--- config.mk ---
export PLATFORM = sky130hd
export DESIGN_NAME = fmh_host
export DESIGN_NICKNAME = d
export VERILOG_FILES = /design/src/design/fmh_pkg.sv /design/src/design/fmh_host.sv /design/src/design/fmh_presence.sv
export SDC_FILE = /design/constraint.sdc
export NUM_CORES = 1
export LEC_CHECK = 0
export BUFFER_PORTS_ARGS = -buffer_cell sky130_fd_sc_hd__buf_4
export CORE_MARGIN = 2
export CORE_UTILIZATION = 48
export CTS_CLUSTER_DIAMETER = 50
export DETAILED_ROUTE_END_ITERATION = 7
export HOLD_SLACK_MARGIN = 0.15
export PLACE_DENSITY = 0.79
export SYNTH_ARGS = -nofsm -noshare
export SYNTH_HDL_FRONTEND = slang
export SYNTH_SLANG_ARGS = --single-unit
--- constraint.sdc ---
create_clock -name ref_clk_i -period 2.57 [get_ports ref_clk_i]
set_input_delay 0.514 -clock ref_clk_i [delete_from_list [all_inputs] [get_ports ref_clk_i]]
set_output_delay 0.514 -clock ref_clk_i [all_outputs]
set_load 0.03 [all_outputs]
--- src/design/fmh_pkg.sv ---
// Package of constants and types for the flash module host controller.
package fmh_pkg;
  // Capacity code on capacity_pin_hi/mid/lo; open reads one.
  localparam logic [2:0] FMH_CAP_NONE    = 3'h7;
  localparam logic [2:0] FMH_CAP_512K    = 3'h5;
  // Speed code on speed_pin_3..0; open reads one.
  localparam logic [3:0] FMH_SPEED_120NS = 4'h7;
  localparam logic [3:0] FMH_SPEED_ND    = 4'hf;
  // Read access time of the module in ns and its cycle count at 250 MHz.
  localparam int         FMH_CLK_NS      = 4;
  localparam int         FMH_ACCESS_NS   = 120;
  localparam logic [7:0] FMH_ACCESS_CYC  = 8'((FMH_ACCESS_NS + FMH_CLK_NS - 1) / FMH_CLK_NS);
  // Write count at which the strobes rise; they stay low one cycle fewer.
  localparam logic [7:0] FMH_WRITE_CYC   = 8'h10;
  // Cycles the presence pins settle after reset before sampling.
  localparam logic [7:0] FMH_PD_SETTLE   = 8'h08;
  localparam logic [7:0] FMH_WAIT_SLOW   = 8'hff;
  typedef enum logic [2:0] {
    FMH_ST_INIT,
    FMH_ST_IDLE,
    FMH_ST_READ,
    FMH_ST_WRITE,
    FMH_ST_RECOVER
  } fmh_state_t;
endpackage

--- src/design/fmh_host.sv ---
// Host controller driving a 512K x 16 flash module over its strobe pins.
`timescale 1ns/1ns
`default_nettype none
module fmh_host
  import fmh_pkg::*;
#(
  parameter int ADDR_W = 19
)
(
  input  wire logic              ref_clk_i,
  input  wire logic              reset_i,
  input  wire logic              req_valid_i,
  input  wire logic              req_write_i,
  input  wire logic [ADDR_W-1:0] req_addr_i,
  input  wire logic [15:0]       req_wdata_i,
  input  wire logic [1:0]        req_byte_en_i,
  input  wire logic              prog_enable_i,
  output logic                   req_ready_o,
  output logic                   rsp_valid_o,
  output logic [15:0]            rsp_rdata_o,
  output logic                   rsp_error_o,
  output logic                   module_present_o,
  output logic                   module_depth_ok_o,
  output logic                   init_done_o,
  input  wire logic              capacity_pin_hi_i,
  input  wire logic              capacity_pin_mid_i,
  input  wire logic              capacity_pin_lo_i,
  input  wire logic              speed_pin_3_i,
  input  wire logic              speed_pin_2_i,
  input  wire logic              speed_pin_1_i,
  input  wire logic              speed_pin_0_i,
  output logic [16:0]            addr_o,
  output logic [3:0]             word_select_n_o,
  output logic                   output_gate_n_o,
  output logic                   upper_write_strobe_n_o,
  output logic                   lower_write_strobe_n_o,
  output logic                   program_supply_high_o,
  input  wire logic [15:0]       data_lines_i,
  output logic [15:0]            data_lines_o,
  output logic                   data_lines_oe_o
);
  // ==========================================================
  // Presence decode
  logic       present_w;
  logic       depth_ok_w;
  logic [7:0] wait_w;

  fmh_presence u_presence
  (
    .capacity_code_i ({capacity_pin_hi_i, capacity_pin_mid_i, capacity_pin_lo_i}),
    .speed_code_i    ({speed_pin_3_i, speed_pin_2_i, speed_pin_1_i, speed_pin_0_i}),
    .present_o       (present_w),
    .depth_ok_o      (depth_ok_w),
    .wait_cycles_o   (wait_w)
  );

  // ==========================================================
  // Helper function
  function automatic logic [3:0] fmh_select(input logic [1:0] bank);
    logic [3:0] sel;
    sel       = 4'hf;
    sel[bank] = 1'b0;
    return sel;
  endfunction

  // ==========================================================
  // Sequencer
  fmh_state_t  state_r, state_nxt;
  logic [7:0]  cnt_r, cnt_nxt;
  logic [7:0]  wait_r, wait_nxt;
  logic        ready_r, ready_nxt;
  logic        rsp_valid_r, rsp_valid_nxt;
  logic [15:0] rdata_r, rdata_nxt;
  logic        err_r, err_nxt;
  logic        present_r, present_nxt;
  logic        depth_r, depth_nxt;
  logic        done_r, done_nxt;
  logic [16:0] addr_r, addr_nxt;
  logic [3:0]  sel_r, sel_nxt;
  logic        gate_r, gate_nxt;
  logic        weh_r, weh_nxt;
  logic        wel_r, wel_nxt;
  logic        vpp_r, vpp_nxt;
  logic [15:0] dout_r, dout_nxt;
  logic        oe_r, oe_nxt;

  always_comb
  begin
    state_nxt     = state_r;
    cnt_nxt       = cnt_r;
    wait_nxt      = wait_r;
    ready_nxt     = 1'b0;
    rsp_valid_nxt = 1'b0;
    rdata_nxt     = rdata_r;
    err_nxt       = err_r;
    present_nxt   = present_r;
    depth_nxt     = depth_r;
    done_nxt      = done_r;
    addr_nxt      = addr_r;
    sel_nxt       = sel_r;
    gate_nxt      = gate_r;
    weh_nxt       = weh_r;
    wel_nxt       = wel_r;
    vpp_nxt       = prog_enable_i;
    dout_nxt      = dout_r;
    oe_nxt        = oe_r;
    case (state_r)
      FMH_ST_INIT:
      begin
        cnt_nxt = cnt_r + 8'h01;
        if (cnt_r == FMH_PD_SETTLE)
        begin
          // Presence pins sampled once after they settle.
          present_nxt = present_w;
          depth_nxt   = depth_ok_w;
          wait_nxt    = wait_w;
          done_nxt    = 1'b1;
          ready_nxt   = 1'b1;
          state_nxt   = FMH_ST_IDLE;
        end
      end
      FMH_ST_IDLE:
      begin
        ready_nxt = 1'b1;
        if (req_valid_i && ready_r)
        begin
          ready_nxt = 1'b0;
          cnt_nxt   = 8'h00;
          addr_nxt  = req_addr_i[16:0];
          // Exactly one word pair is selected.
          sel_nxt   = fmh_select(req_addr_i[ADDR_W-1:17]);
          if (!present_r || (req_write_i && !vpp_r))
          begin
            // No module, or write without program supply, is refused.
            err_nxt       = 1'b1;
            sel_nxt       = 4'hf;
            rsp_valid_nxt = 1'b1;
            ready_nxt     = 1'b1;
          end
          else if (req_write_i)
          begin
            err_nxt   = 1'b0;
            gate_nxt  = 1'b1;
            state_nxt = FMH_ST_WRITE;
          end
          else
          begin
            err_nxt   = 1'b0;
            gate_nxt  = 1'b0;
            oe_nxt    = 1'b0;
            state_nxt = FMH_ST_READ;
          end
        end
      end
      FMH_ST_READ:
      begin
        cnt_nxt = cnt_r + 8'h01;
        if (cnt_r == wait_r)
        begin
          rdata_nxt     = data_lines_i;
          rsp_valid_nxt = 1'b1;
          gate_nxt      = 1'b1;
          sel_nxt       = 4'hf;
          cnt_nxt       = 8'h00;
          state_nxt     = FMH_ST_RECOVER;
        end
      end
      FMH_ST_WRITE:
      begin
        // Supply is held steady until the strobes have risen.
        vpp_nxt = vpp_r;
        cnt_nxt = cnt_r + 8'h01;
        if (cnt_r == 8'h00)
        begin
          // Data is set up a cycle before the strobe falls.
          dout_nxt = req_wdata_i;
          oe_nxt   = 1'b1;
        end
        else if (cnt_r == 8'h01)
        begin
          weh_nxt = ~req_byte_en_i[1];
          wel_nxt = ~req_byte_en_i[0];
        end
        else if (cnt_r == FMH_WRITE_CYC)
        begin
          // Data stays driven past the rising edge of the strobe.
          // The strobe rise starts or ends a program or erase pulse.
          weh_nxt   = 1'b1;
          wel_nxt   = 1'b1;
          cnt_nxt   = 8'h00;
          state_nxt = FMH_ST_RECOVER;
        end
      end
      FMH_ST_RECOVER:
      begin
        cnt_nxt = cnt_r + 8'h01;
        if (cnt_r == 8'h01)
        begin
          oe_nxt  = 1'b0;
          sel_nxt = 4'hf;
          if (oe_r)
          begin
            rsp_valid_nxt = 1'b1;
          end
          // Software spaces its command writes to keep each pulse long enough.
          ready_nxt = 1'b1;
          state_nxt = FMH_ST_IDLE;
        end
      end
      default:
      begin
        state_nxt = FMH_ST_INIT;
      end
    endcase
  end

  always_ff @(posedge ref_clk_i)
  begin
    if (reset_i)
    begin
      state_r     <= FMH_ST_INIT;
      cnt_r       <= 8'h00;
      wait_r      <= FMH_WAIT_SLOW;
      ready_r     <= 1'b0;
      rsp_valid_r <= 1'b0;
      rdata_r     <= 16'h0000;
      err_r       <= 1'b0;
      present_r   <= 1'b0;
      depth_r     <= 1'b0;
      done_r      <= 1'b0;
      addr_r      <= 17'h00000;
      sel_r       <= 4'hf;
      gate_r      <= 1'b1;
      weh_r       <= 1'b1;
      wel_r       <= 1'b1;
      vpp_r       <= 1'b0;
      dout_r      <= 16'h0000;
      oe_r        <= 1'b0;
    end
    else
    begin
      state_r     <= state_nxt;
      cnt_r       <= cnt_nxt;
      wait_r      <= wait_nxt;
      ready_r     <= ready_nxt;
      rsp_valid_r <= rsp_valid_nxt;
      rdata_r     <= rdata_nxt;
      err_r       <= err_nxt;
      present_r   <= present_nxt;
      depth_r     <= depth_nxt;
      done_r      <= done_nxt;
      addr_r      <= addr_nxt;
      sel_r       <= sel_nxt;
      gate_r      <= gate_nxt;
      weh_r       <= weh_nxt;
      wel_r       <= wel_nxt;
      vpp_r       <= vpp_nxt;
      dout_r      <= dout_nxt;
      oe_r        <= oe_nxt;
    end
  end

  assign req_ready_o            = ready_r;
  assign rsp_valid_o            = rsp_valid_r;
  assign rsp_rdata_o            = rdata_r;
  assign rsp_error_o            = err_r;
  assign module_present_o       = present_r;
  assign module_depth_ok_o      = depth_r;
  assign init_done_o            = done_r;
  assign addr_o                 = addr_r;
  assign word_select_n_o        = sel_r;
  assign output_gate_n_o        = gate_r;
  assign upper_write_strobe_n_o = weh_r;
  assign lower_write_strobe_n_o = wel_r;
  assign program_supply_high_o  = vpp_r;
  assign data_lines_o           = dout_r;
  assign data_lines_oe_o        = oe_r;
endmodule // fmh_host
`default_nettype wire

--- src/design/fmh_presence.sv ---
// Presence code decoder: capacity and wait-state count from strap pins.
`timescale 1ns/1ns
`default_nettype none
module fmh_presence
  import fmh_pkg::*;
(
  input  wire logic [2:0] capacity_code_i,
  input  wire logic [3:0] speed_code_i,
  output logic            present_o,
  output logic            depth_ok_o,
  output logic [7:0]      wait_cycles_o
);
  always_comb
  begin
    present_o     = (capacity_code_i != FMH_CAP_NONE);
    depth_ok_o    = (capacity_code_i == FMH_CAP_512K);
    if (speed_code_i == FMH_SPEED_120NS)
    begin
      wait_cycles_o = FMH_ACCESS_CYC;
    end
    else
    begin
      wait_cycles_o = FMH_WAIT_SLOW;
    end
  end
endmodule // fmh_presence
`default_nettype wire

==> run_results.csv, run 1 <==
group,metric,value,unit
place,finalWeightedCongestion,0.855,
timing,worst_slew_pin_slew,0.798,ns
final_layout,layout.nets,555,
final_layout,areaGrowthSynthToFinish,39.0,%
clock_tree,cts_h_tree_depth,3,
synth,synth_common_cells,"76 x sky130_fd_sc_hd__dfxtp_1, 50 x sky130_fd_sc_hd__nor2_1, 48 x sky130_fd_sc_hd__nand2_1",
detailed_routing,firstDrtPassIters,4,
worst_setup_path,critical_path.cell_chain,"or4b_4, or4b_4, a21boi_2, buf_12, mux2i_1, nor2_1",
power,total_leakage_power,1.84,nW
global_route,grt_remaining_overflow,0,
worst_setup_path,arrival,2.54,ns
detailed_routing,postRouteAntennaNets,0,
detailed_routing,initialDrtViolationCount,175,
floorplan,fp.dieH,86.1,um
worst_setup_path,end_kind,"flip-flop",
detailed_routing,via_count,2981,
worst_setup_path,reg2reg_setup_slack,0.24,ns
global_route,track_usage,23.1,%
timing,hold_viol_final,0,
clock_tree,cts_tree,"done",
timing,whs,0.400,ns
clock_tree,clk_path_buf_depth,2,
synth,synthFlopType,"sky130_fd_sc_hd__dfxtp_1",
worst_setup_path,worst_ep_required_time,2.78,ns
synth,synth.net_count,428,
synth,netlist_top_cells_area,"sky130_fd_sc_hd__dfxtp_1 47%, sky130_fd_sc_hd__mux2i_1 11%, sky130_fd_sc_hd__nor2_1 5.8%",
clock_tree,numCtsBuffers,9,
detailed_routing,detail_route.drc_violations,0,
worst_setup_path,most_prevalent_standard_cell_on_the_critical_path,"sky130_fd_sc_hd__or4b_4",
global_route,maximum_number_of_pins_on_one_net_before_global_route_repair,81,
floorplan,core.rowCount,29,
floorplan,fp.dieArea,7410,sq um
timing,unrepaired_setup_endpoints_after_global_routing,"no",
global_route,antenna_found_initial,0,
clock_tree,cts.sinks,76,
synth,synth.largest_area_cell,"sky130_fd_sc_hd__dfxtp_1",
outcome,status,"complete, no violations",
timing,timing.final.crit_share,90.8,%
synth,synth_most_common_cell,"sky130_fd_sc_hd__dfxtp_1",
timing,maxSlewHeadroom,46.8,%
worst_setup_path,critPathSlowestCell,"sky130_fd_sc_hd__or4b_4",
timing,worst_clock_skew,0.00648,ns
synth,synthesis.area,3230,sq um
clock_tree,cts_root_buffer,"sky130_fd_sc_hd__clkbuf_8",
global_route,grt_first_pass_wirelength,13500,um
timing,max_freq,0.428,GHz
floorplan,initial_core_util,50.4,%
final_layout,num_antenna_cells,0,
worst_setup_path,path_class,"flip-flop to flip-flop",
final_layout,post-route-util,70.0,%
detailed_routing,postRouteWirelength,8360,um
detailed_routing,post_drt_via_cell_ratio,5.25,
floorplan,die_x,86.1,um
final_layout,final.fill_count,485,
power,pwr_dens,595,nW/um^2
final_layout,ratio_of_cells_with_drive_above_1_in_the_final_layout,34.0,%
global_route,vias_in_the_first_global_route,2908,
synth,ys_seq_elements,76,
worst_setup_path,launch_point_of_the_worst_reg_to_reg_path,"cnt_r[4]$_SDFFE_PP0P_",
floorplan,core_area,6420,sq um
power,max-vdd-ir-drop,0.347,mV
min_path,timing.hold.worst.start,"req_wdata_i[9]",
place,place.detailed.hpwl,6090,um
timing,final-max-slew-violation-count,0,
place,io_buffer_count,128,
clock_tree,post-cts-setup-buffers,0,
min_path,min-delay-path-class,"primary input to flip-flop",
synth,ys_warn_count,0,
synth,seq_area_frac_synth,47.0,%
clock_tree,clock_pin_slew_of_the_registers_on_the_worst_case_setup_and_hold_paths,0.08,ns
timing,totalNegativeSetupSlack,0,ns
worst_setup_path,reg2reg_depth,6,
worst_setup_path,worst_setup_path_start_kind,"flip-flop",
synth,post_synth_num_cell_types,51,
clock_tree,clock_latency_on_the_worst_skew_pair,0.35,ns
synth,number_of_enable_flip_flop_cells_after_synthesis,0,
synth,synth_top_cell_area_share,47.0,%
min_path,worstHoldPathCells,3,
clock_tree,ctsResizeCount,0,
synth,syn-instance-count,360,
timing,final-setup-viol-count,0,
min_path,worst_hold_path.endpoint,"data_lines_o[9]$_SDFFE_PP0P_",
flow_run,cap_viol_max_count,0,
worst_setup_path,timing.critical_path.fanout_max,16,
worst_setup_path,worst_r2r_endpoint,"rsp_rdata_o[4]$_SDFFE_PP0P_",
timing,timing.final.crit_period,2.33,ns
synth,synth_area_per_cell,8.98,sq um
synth,asr_flop_ratio_synth,0,%
worst_setup_path,critPathMaxStageDelay,0.56,ns
detailed_routing,post_drt_wl_per_cell,14.7,um
clock_tree,cts_hold_buf,0,
floorplan,design.portCount,129,
[per-layer routing]
metal | GRT usage, % | up-vias | wire length, um
met1 | 26.9 | 1362 | 3340
li1 | - | 1494 | -
met2 | 38.4 | 114 | 4110
met3 | 9.53 | 11 | 798
met5 | 0 | - | 0
met4 | 7.65 | 0 | 118
[sequential cells by signal, indices dropped and copies added (netlist names), 3 cells and up]
signal and flops:
cnt_r 8, word_select_n_o 4, data_lines_o 16, addr_o 17, state_r 3, rsp_rdata_o 16
[cell usage in the layout, fill, tap and decap left out, types with 3 or more instances in the layout]
cell	netlist	final
sky130_fd_sc_hd__o21ai_0	3	3
sky130_fd_sc_hd__mux2i_1	37	37
sky130_fd_sc_hd__clkbuf_8	0	9
sky130_fd_sc_hd__xor2_1	5	5
sky130_fd_sc_hd__inv_1	8	8
sky130_fd_sc_hd__nor4_1	3	3
sky130_fd_sc_hd__nand4_1	7	7
sky130_fd_sc_hd__ha_1	3	3
sky130_fd_sc_hd__a21oi_1	30	30
sky130_fd_sc_hd__buf_4	1	134
sky130_fd_sc_hd__nor2b_1	6	6
sky130_fd_sc_hd__nor2_1	50	50
sky130_fd_sc_hd__nand2_1	48	48
sky130_fd_sc_hd__nand3_1	4	4
sky130_fd_sc_hd__dfxtp_1	76	76
sky130_fd_sc_hd__mux2_2	3	3
sky130_fd_sc_hd__nor3_1	10	10
sky130_fd_sc_hd__bufinv_16	0	3
sky130_fd_sc_hd__nand2b_1	7	7
[power by group]
| group | internal [mW] | switching, mW |
|---|---|---|
| clock | 0.643 | 0.444 |
| sequential | 1.20 | 0.0450 |
| combinational | 0.162 | 0.179 |
| total | 2.00 | 0.668 |
[cells by family after synthesis]
family / synth area share (%)
AOI/OAI and AO/OA: 10.6
xor gates and xnor gates: 1.62
adders and majority gates: 1.16
buffers and inverters: 3.98
DFF: 47.0
muxes: 12.5
and+or+nand+nor: 23.1
[through the flow]
step	std cells	worst slack (ns)	cell area (sq um)	power, mW
after floorplan	360	0.382	3230	1.46
after global placement	553	0.322	4260	1.60
after detailed placement	553	0.238	4260	1.61
after CTS	568	0.225	4490	2.68
after global routing	568	0.0936	4490	2.78
final	568	0.235	4490	2.67
[worst max-delay path by stage]
stage               depth (start not counted)             startpoint                               to
floorplan                                   5  cnt_r[7]$_SDFFE_PP0P_  word_select_n_o[3]$_SDFFE_PP1P_
global route                                6  cnt_r[4]$_SDFFE_PP0P_      rsp_rdata_o[4]$_SDFFE_PP0P_
global placement                            5  cnt_r[4]$_SDFFE_PP0P_  word_select_n_o[3]$_SDFFE_PP1P_
finish                                      6  cnt_r[4]$_SDFFE_PP0P_      rsp_rdata_o[4]$_SDFFE_PP0P_
CTS                                         6  cnt_r[4]$_SDFFE_PP0P_      rsp_rdata_o[4]$_SDFFE_PP0P_
detailed placement                          6  cnt_r[4]$_SDFFE_PP0P_      rsp_rdata_o[4]$_SDFFE_PP0P_
[critical path: cells and delay by family, from the launching register on]
kind | cells | cell delay, ns
buf+inv | 1 | 0.20
mux | 1 | 0.22
simple gates | 3 | 1.11
compound gates | 1 | 0.24
flops | 1 | 0.43
[cell type report]
type	instances	area (sq um)	share of cell area (%)
timing repair buffer	135	1030	22.8
clock buffer	9	124	2.76
inverter	8	30.0	0.668
sequential	76	1520	33.9
multi-input combinational	257	1580	35.2
clock inverter	6	113	2.51
tap	77	96.3	2.14
(Power assumes the default switching activity.)
==> run 2, diff against run 1 <==
--- a/config.mk
+++ b/config.mk
@@ -12,6 +12,7 @@
 export DETAILED_ROUTE_END_ITERATION = 7
 export HOLD_SLACK_MARGIN = 0.15
 export PLACE_DENSITY = 0.79
+export SETUP_SLACK_MARGIN = 0.4
 export SYNTH_ARGS = -nofsm -noshare
 export SYNTH_HDL_FRONTEND = slang
 export SYNTH_SLANG_ARGS = --single-unit
==> run_results.csv, run 2 (same netlist as run 1, synthesis figures left out) <==
group,metric,value,unit
min_path,timing.hold.worst.start,"req_wdata_i[0]",
clock_tree,clk_path_buf_depth,2,
floorplan,fp.dieH,86.1,um
clock_tree,cts_tree,"done",
final_layout,areaGrowthSynthToFinish,43.4,%
power,power.sequential.fraction,46.4,%
worst_setup_path,timing.critical_path.max_delay_family,"simple AND/OR/NAND/NOR gates",
detailed_routing,detail_route.drc_violations,0,
clock_tree,numCtsBuffers,9,
final_layout,layout.nets,563,
global_route,antenna_found_initial,0,
clock_tree,clock_pin_slew_of_the_registers_on_the_worst_case_setup_and_hold_paths,0.08,ns
timing,final-setup-viol-count,0,
timing,final-max-slew-violation-count,0,
worst_setup_path,critPathMaxStageDelay,0.55,ns
power,pwr_dens,579,nW/um^2
timing,hold_viol_final,0,
final_layout,ratio_of_cells_with_drive_above_1_in_the_final_layout,37.8,%
place,io_buffer_count,128,
timing,totalNegativeSetupSlack,0,ns
worst_setup_path,critPathSlowestCell,"sky130_fd_sc_hd__or4b_4",
power,share_clk_of_total_power,39.3,%
min_path,worst_hold_path.endpoint,"data_lines_o[0]$_SDFFE_PP0P_",
power,cellInternalPower,1.97,mW
global_route,grt_remaining_overflow,0,
final_layout,largest_reg_flops,17,
worst_setup_path,end_kind,"flip-flop",
final_layout,final_cell_mix,"140 x sky130_fd_sc_hd__buf_4, 71 x sky130_fd_sc_hd__dfxtp_1, 49 x sky130_fd_sc_hd__nor2_1, 48 x sky130_fd_sc_hd__nand2_1, 36 x sky130_fd_sc_hd__mux2i_1",
final_layout,num_antenna_cells,0,
timing,unrepaired_setup_endpoints_after_global_routing,"yes",
timing,maxSlewHeadroom,45.6,%
timing,worst_clock_skew,0.0105,ns
min_path,worstHoldPathCells,3,
floorplan,core.rowCount,29,
floorplan,die_x,86.1,um
timing,max_freq,0.442,GHz
detailed_routing,post_drt_wl_per_cell,15.5,um
global_route,maximum_number_of_pins_on_one_net_before_global_route_repair,81,
clock_tree,cts_root_buffer,"sky130_fd_sc_hd__clkbuf_8",
timing,whs,0.404,ns
worst_setup_path,timing.critical_path.fanout_max,8,
timing,setup_ws,0.310,ns
global_route,track_usage,23.5,%
detailed_routing,postRouteAntennaNets,0,
worst_setup_path,worst_setup_path_start_kind,"flip-flop",
clock_tree,cts.sinks,76,
worst_setup_path,most_prevalent_standard_cell_on_the_critical_path,"sky130_fd_sc_hd__or4b_4",
worst_setup_path,cp.buffers_inverters,1,
power,power.combinational.fraction,14.3,%
place,place.detailed.hpwl,6000,um
timing,worst_slew_pin_slew,0.815,ns
floorplan,fp.dieArea,7410,sq um
floorplan,initial_core_util,50.4,%
flow_run,cap_viol_max_count,0,
clock_tree,cts_hold_buf,0,
timing,timing.final.crit_period,2.26,ns
floorplan,core_area,6420,sq um
worst_setup_path,critical_path.cell_chain,"or4b_4, or4b_4, a21boi_4, buf_12, mux2i_1, nor2_1",
clock_tree,clock_latency_on_the_worst_skew_pair,0.35,ns
min_path,min-delay-path-class,"primary input to flip-flop",
place,finalWeightedCongestion,0.847,
floorplan,design.portCount,129,
worst_setup_path,worst_r2r_endpoint,"rsp_rdata_o[7]$_SDFFE_PP0P_",
detailed_routing,postRouteWirelength,8920,um
detailed_routing,via_count,3106,
worst_setup_path,worst_ep_required_time,2.77,ns
detailed_routing,firstDrtPassIters,4,
worst_setup_path,reg2reg_setup_slack,0.31,ns
power,total_leakage_power,1.89,nW
worst_setup_path,launch_point_of_the_worst_reg_to_reg_path,"cnt_r[7]$_SDFFE_PP0P_",
global_route,grt_first_pass_wirelength,13900,um
outcome,status,"complete, no violations",
worst_setup_path,reg2reg_depth,6,
power,switching_power,0.713,mW
power,max-vdd-ir-drop,0.434,mV
worst_setup_path,path_class,"flip-flop to flip-flop",
timing,timing.final.crit_share,87.9,%
final_layout,final.fill_count,473,
global_route,vias_in_the_first_global_route,3051,
detailed_routing,post_drt_via_cell_ratio,5.38,
clock_tree,cts_h_tree_depth,3,
detailed_routing,initialDrtViolationCount,152,
final_layout,layout.cells.most_common,"sky130_fd_sc_hd__buf_4",
worst_setup_path,arrival,2.46,ns
place,dpl_worst_slack,0.274,ns
power,netSwitchingFraction,26.5,%
-- run 2: cell types whose count changed in the layout (fill, tap and decap cells not counted), moves of 2 or more --
| cell | before | now |
|---|---|---|
| sky130_fd_sc_hd__dfxtp_2 | 0 | 4 |
| sky130_fd_sc_hd__nor3_2 | 1 | 3 |
| sky130_fd_sc_hd__nand3_2 | 0 | 2 |
| sky130_fd_sc_hd__mux2_2 | 3 | 1 |
| sky130_fd_sc_hd__nor3_1 | 10 | 8 |
| sky130_fd_sc_hd__nand3_1 | 4 | 2 |
| sky130_fd_sc_hd__buf_4 | 134 | 140 |
| sky130_fd_sc_hd__mux2_4 | 0 | 2 |
| sky130_fd_sc_hd__dfxtp_1 | 76 | 71 |
-- run 2: worst max-delay path by stage --
stage                     cells after the start                   from  slack (ns)                         endpoint
after detailed placement                      6  cnt_r[4]$_SDFFE_PP0P_        0.27     rsp_rdata_o[14]$_SDFFE_PP0P_
after CTS                                     6  cnt_r[7]$_SDFFE_PP0P_        0.35     rsp_rdata_o[14]$_SDFFE_PP0P_
after global routing                          6  cnt_r[7]$_SDFFE_PP0P_        0.24      rsp_rdata_o[7]$_SDFFE_PP0P_
after floorplan                               5  cnt_r[7]$_SDFFE_PP0P_        0.41  word_select_n_o[3]$_SDFFE_PP1P_
final                                         6  cnt_r[7]$_SDFFE_PP0P_        0.31      rsp_rdata_o[7]$_SDFFE_PP0P_
after global placement                        5  cnt_r[4]$_SDFFE_PP0P_        0.35  word_select_n_o[3]$_SDFFE_PP1P_
-- run 2: final cells by class --
class	instances	area, sq um	share of cell area [%]
Multi-Input combinational cell	257	1640	35.4
Sequential cell	76	1530	33.0
Timing Repair Buffer	143	1110	23.9
Clock buffer	10	138	2.97
Tap cell	77	96.3	2.08
Clock inverter	6	93.8	2.02
Inverter	8	30.0	0.647
-- run 2: repair_timing --
item / CTS / global route
pin swaps: 6 / 5
cloned: 0 / 1
setup buffers: 3 / 5
setup endpoints to repair: 26 / 45
gates resized for setup: 9 / 12
-- run 2: metrics by stage --
stage               area [sq um]  util (%)  power [mW]  cells
global placement            4250      66.2        1.60    552
finish                      4640      72.2        2.68    577
global route                4640      72.2        2.79    577
CTS                         4530      70.6        2.66    571
floorplan                   3230         -        1.46    360
detailed placement          4250      66.2        1.60    552
-- run 2: routing by layer --
metal | wire length (um) | track usage (%) | vias to the layer above
met4 | 97 | 9.09 | 0
met2 | 4310 | 38.8 | 137
li1 | - | - | 1514
met3 | 863 | 8.85 | 11
met5 | 0 | 0 | -
met1 | 3640 | 27.6 | 1444
-- run 2: worst reg2reg max path: stages, from the launching register on --
cell,delay [ns]
sky130_fd_sc_hd__dfxtp_2,0.33
sky130_fd_sc_hd__or4b_4,0.53
sky130_fd_sc_hd__or4b_4,0.55
sky130_fd_sc_hd__a21boi_4,0.24
sky130_fd_sc_hd__buf_12,0.17
sky130_fd_sc_hd__mux2i_1,0.23
sky130_fd_sc_hd__nor2_1,0.07
-- run 2: power groups by stage --
stage,sequential [mW],clock (mW),combinational [mW]
after floorplan,1.25,0,0.210
after global placement,1.27,0,0.327
after detailed placement,1.27,0,0.332
after CTS,1.24,1.07,0.344
after global routing,1.25,1.12,0.416
final,1.24,1.06,0.384
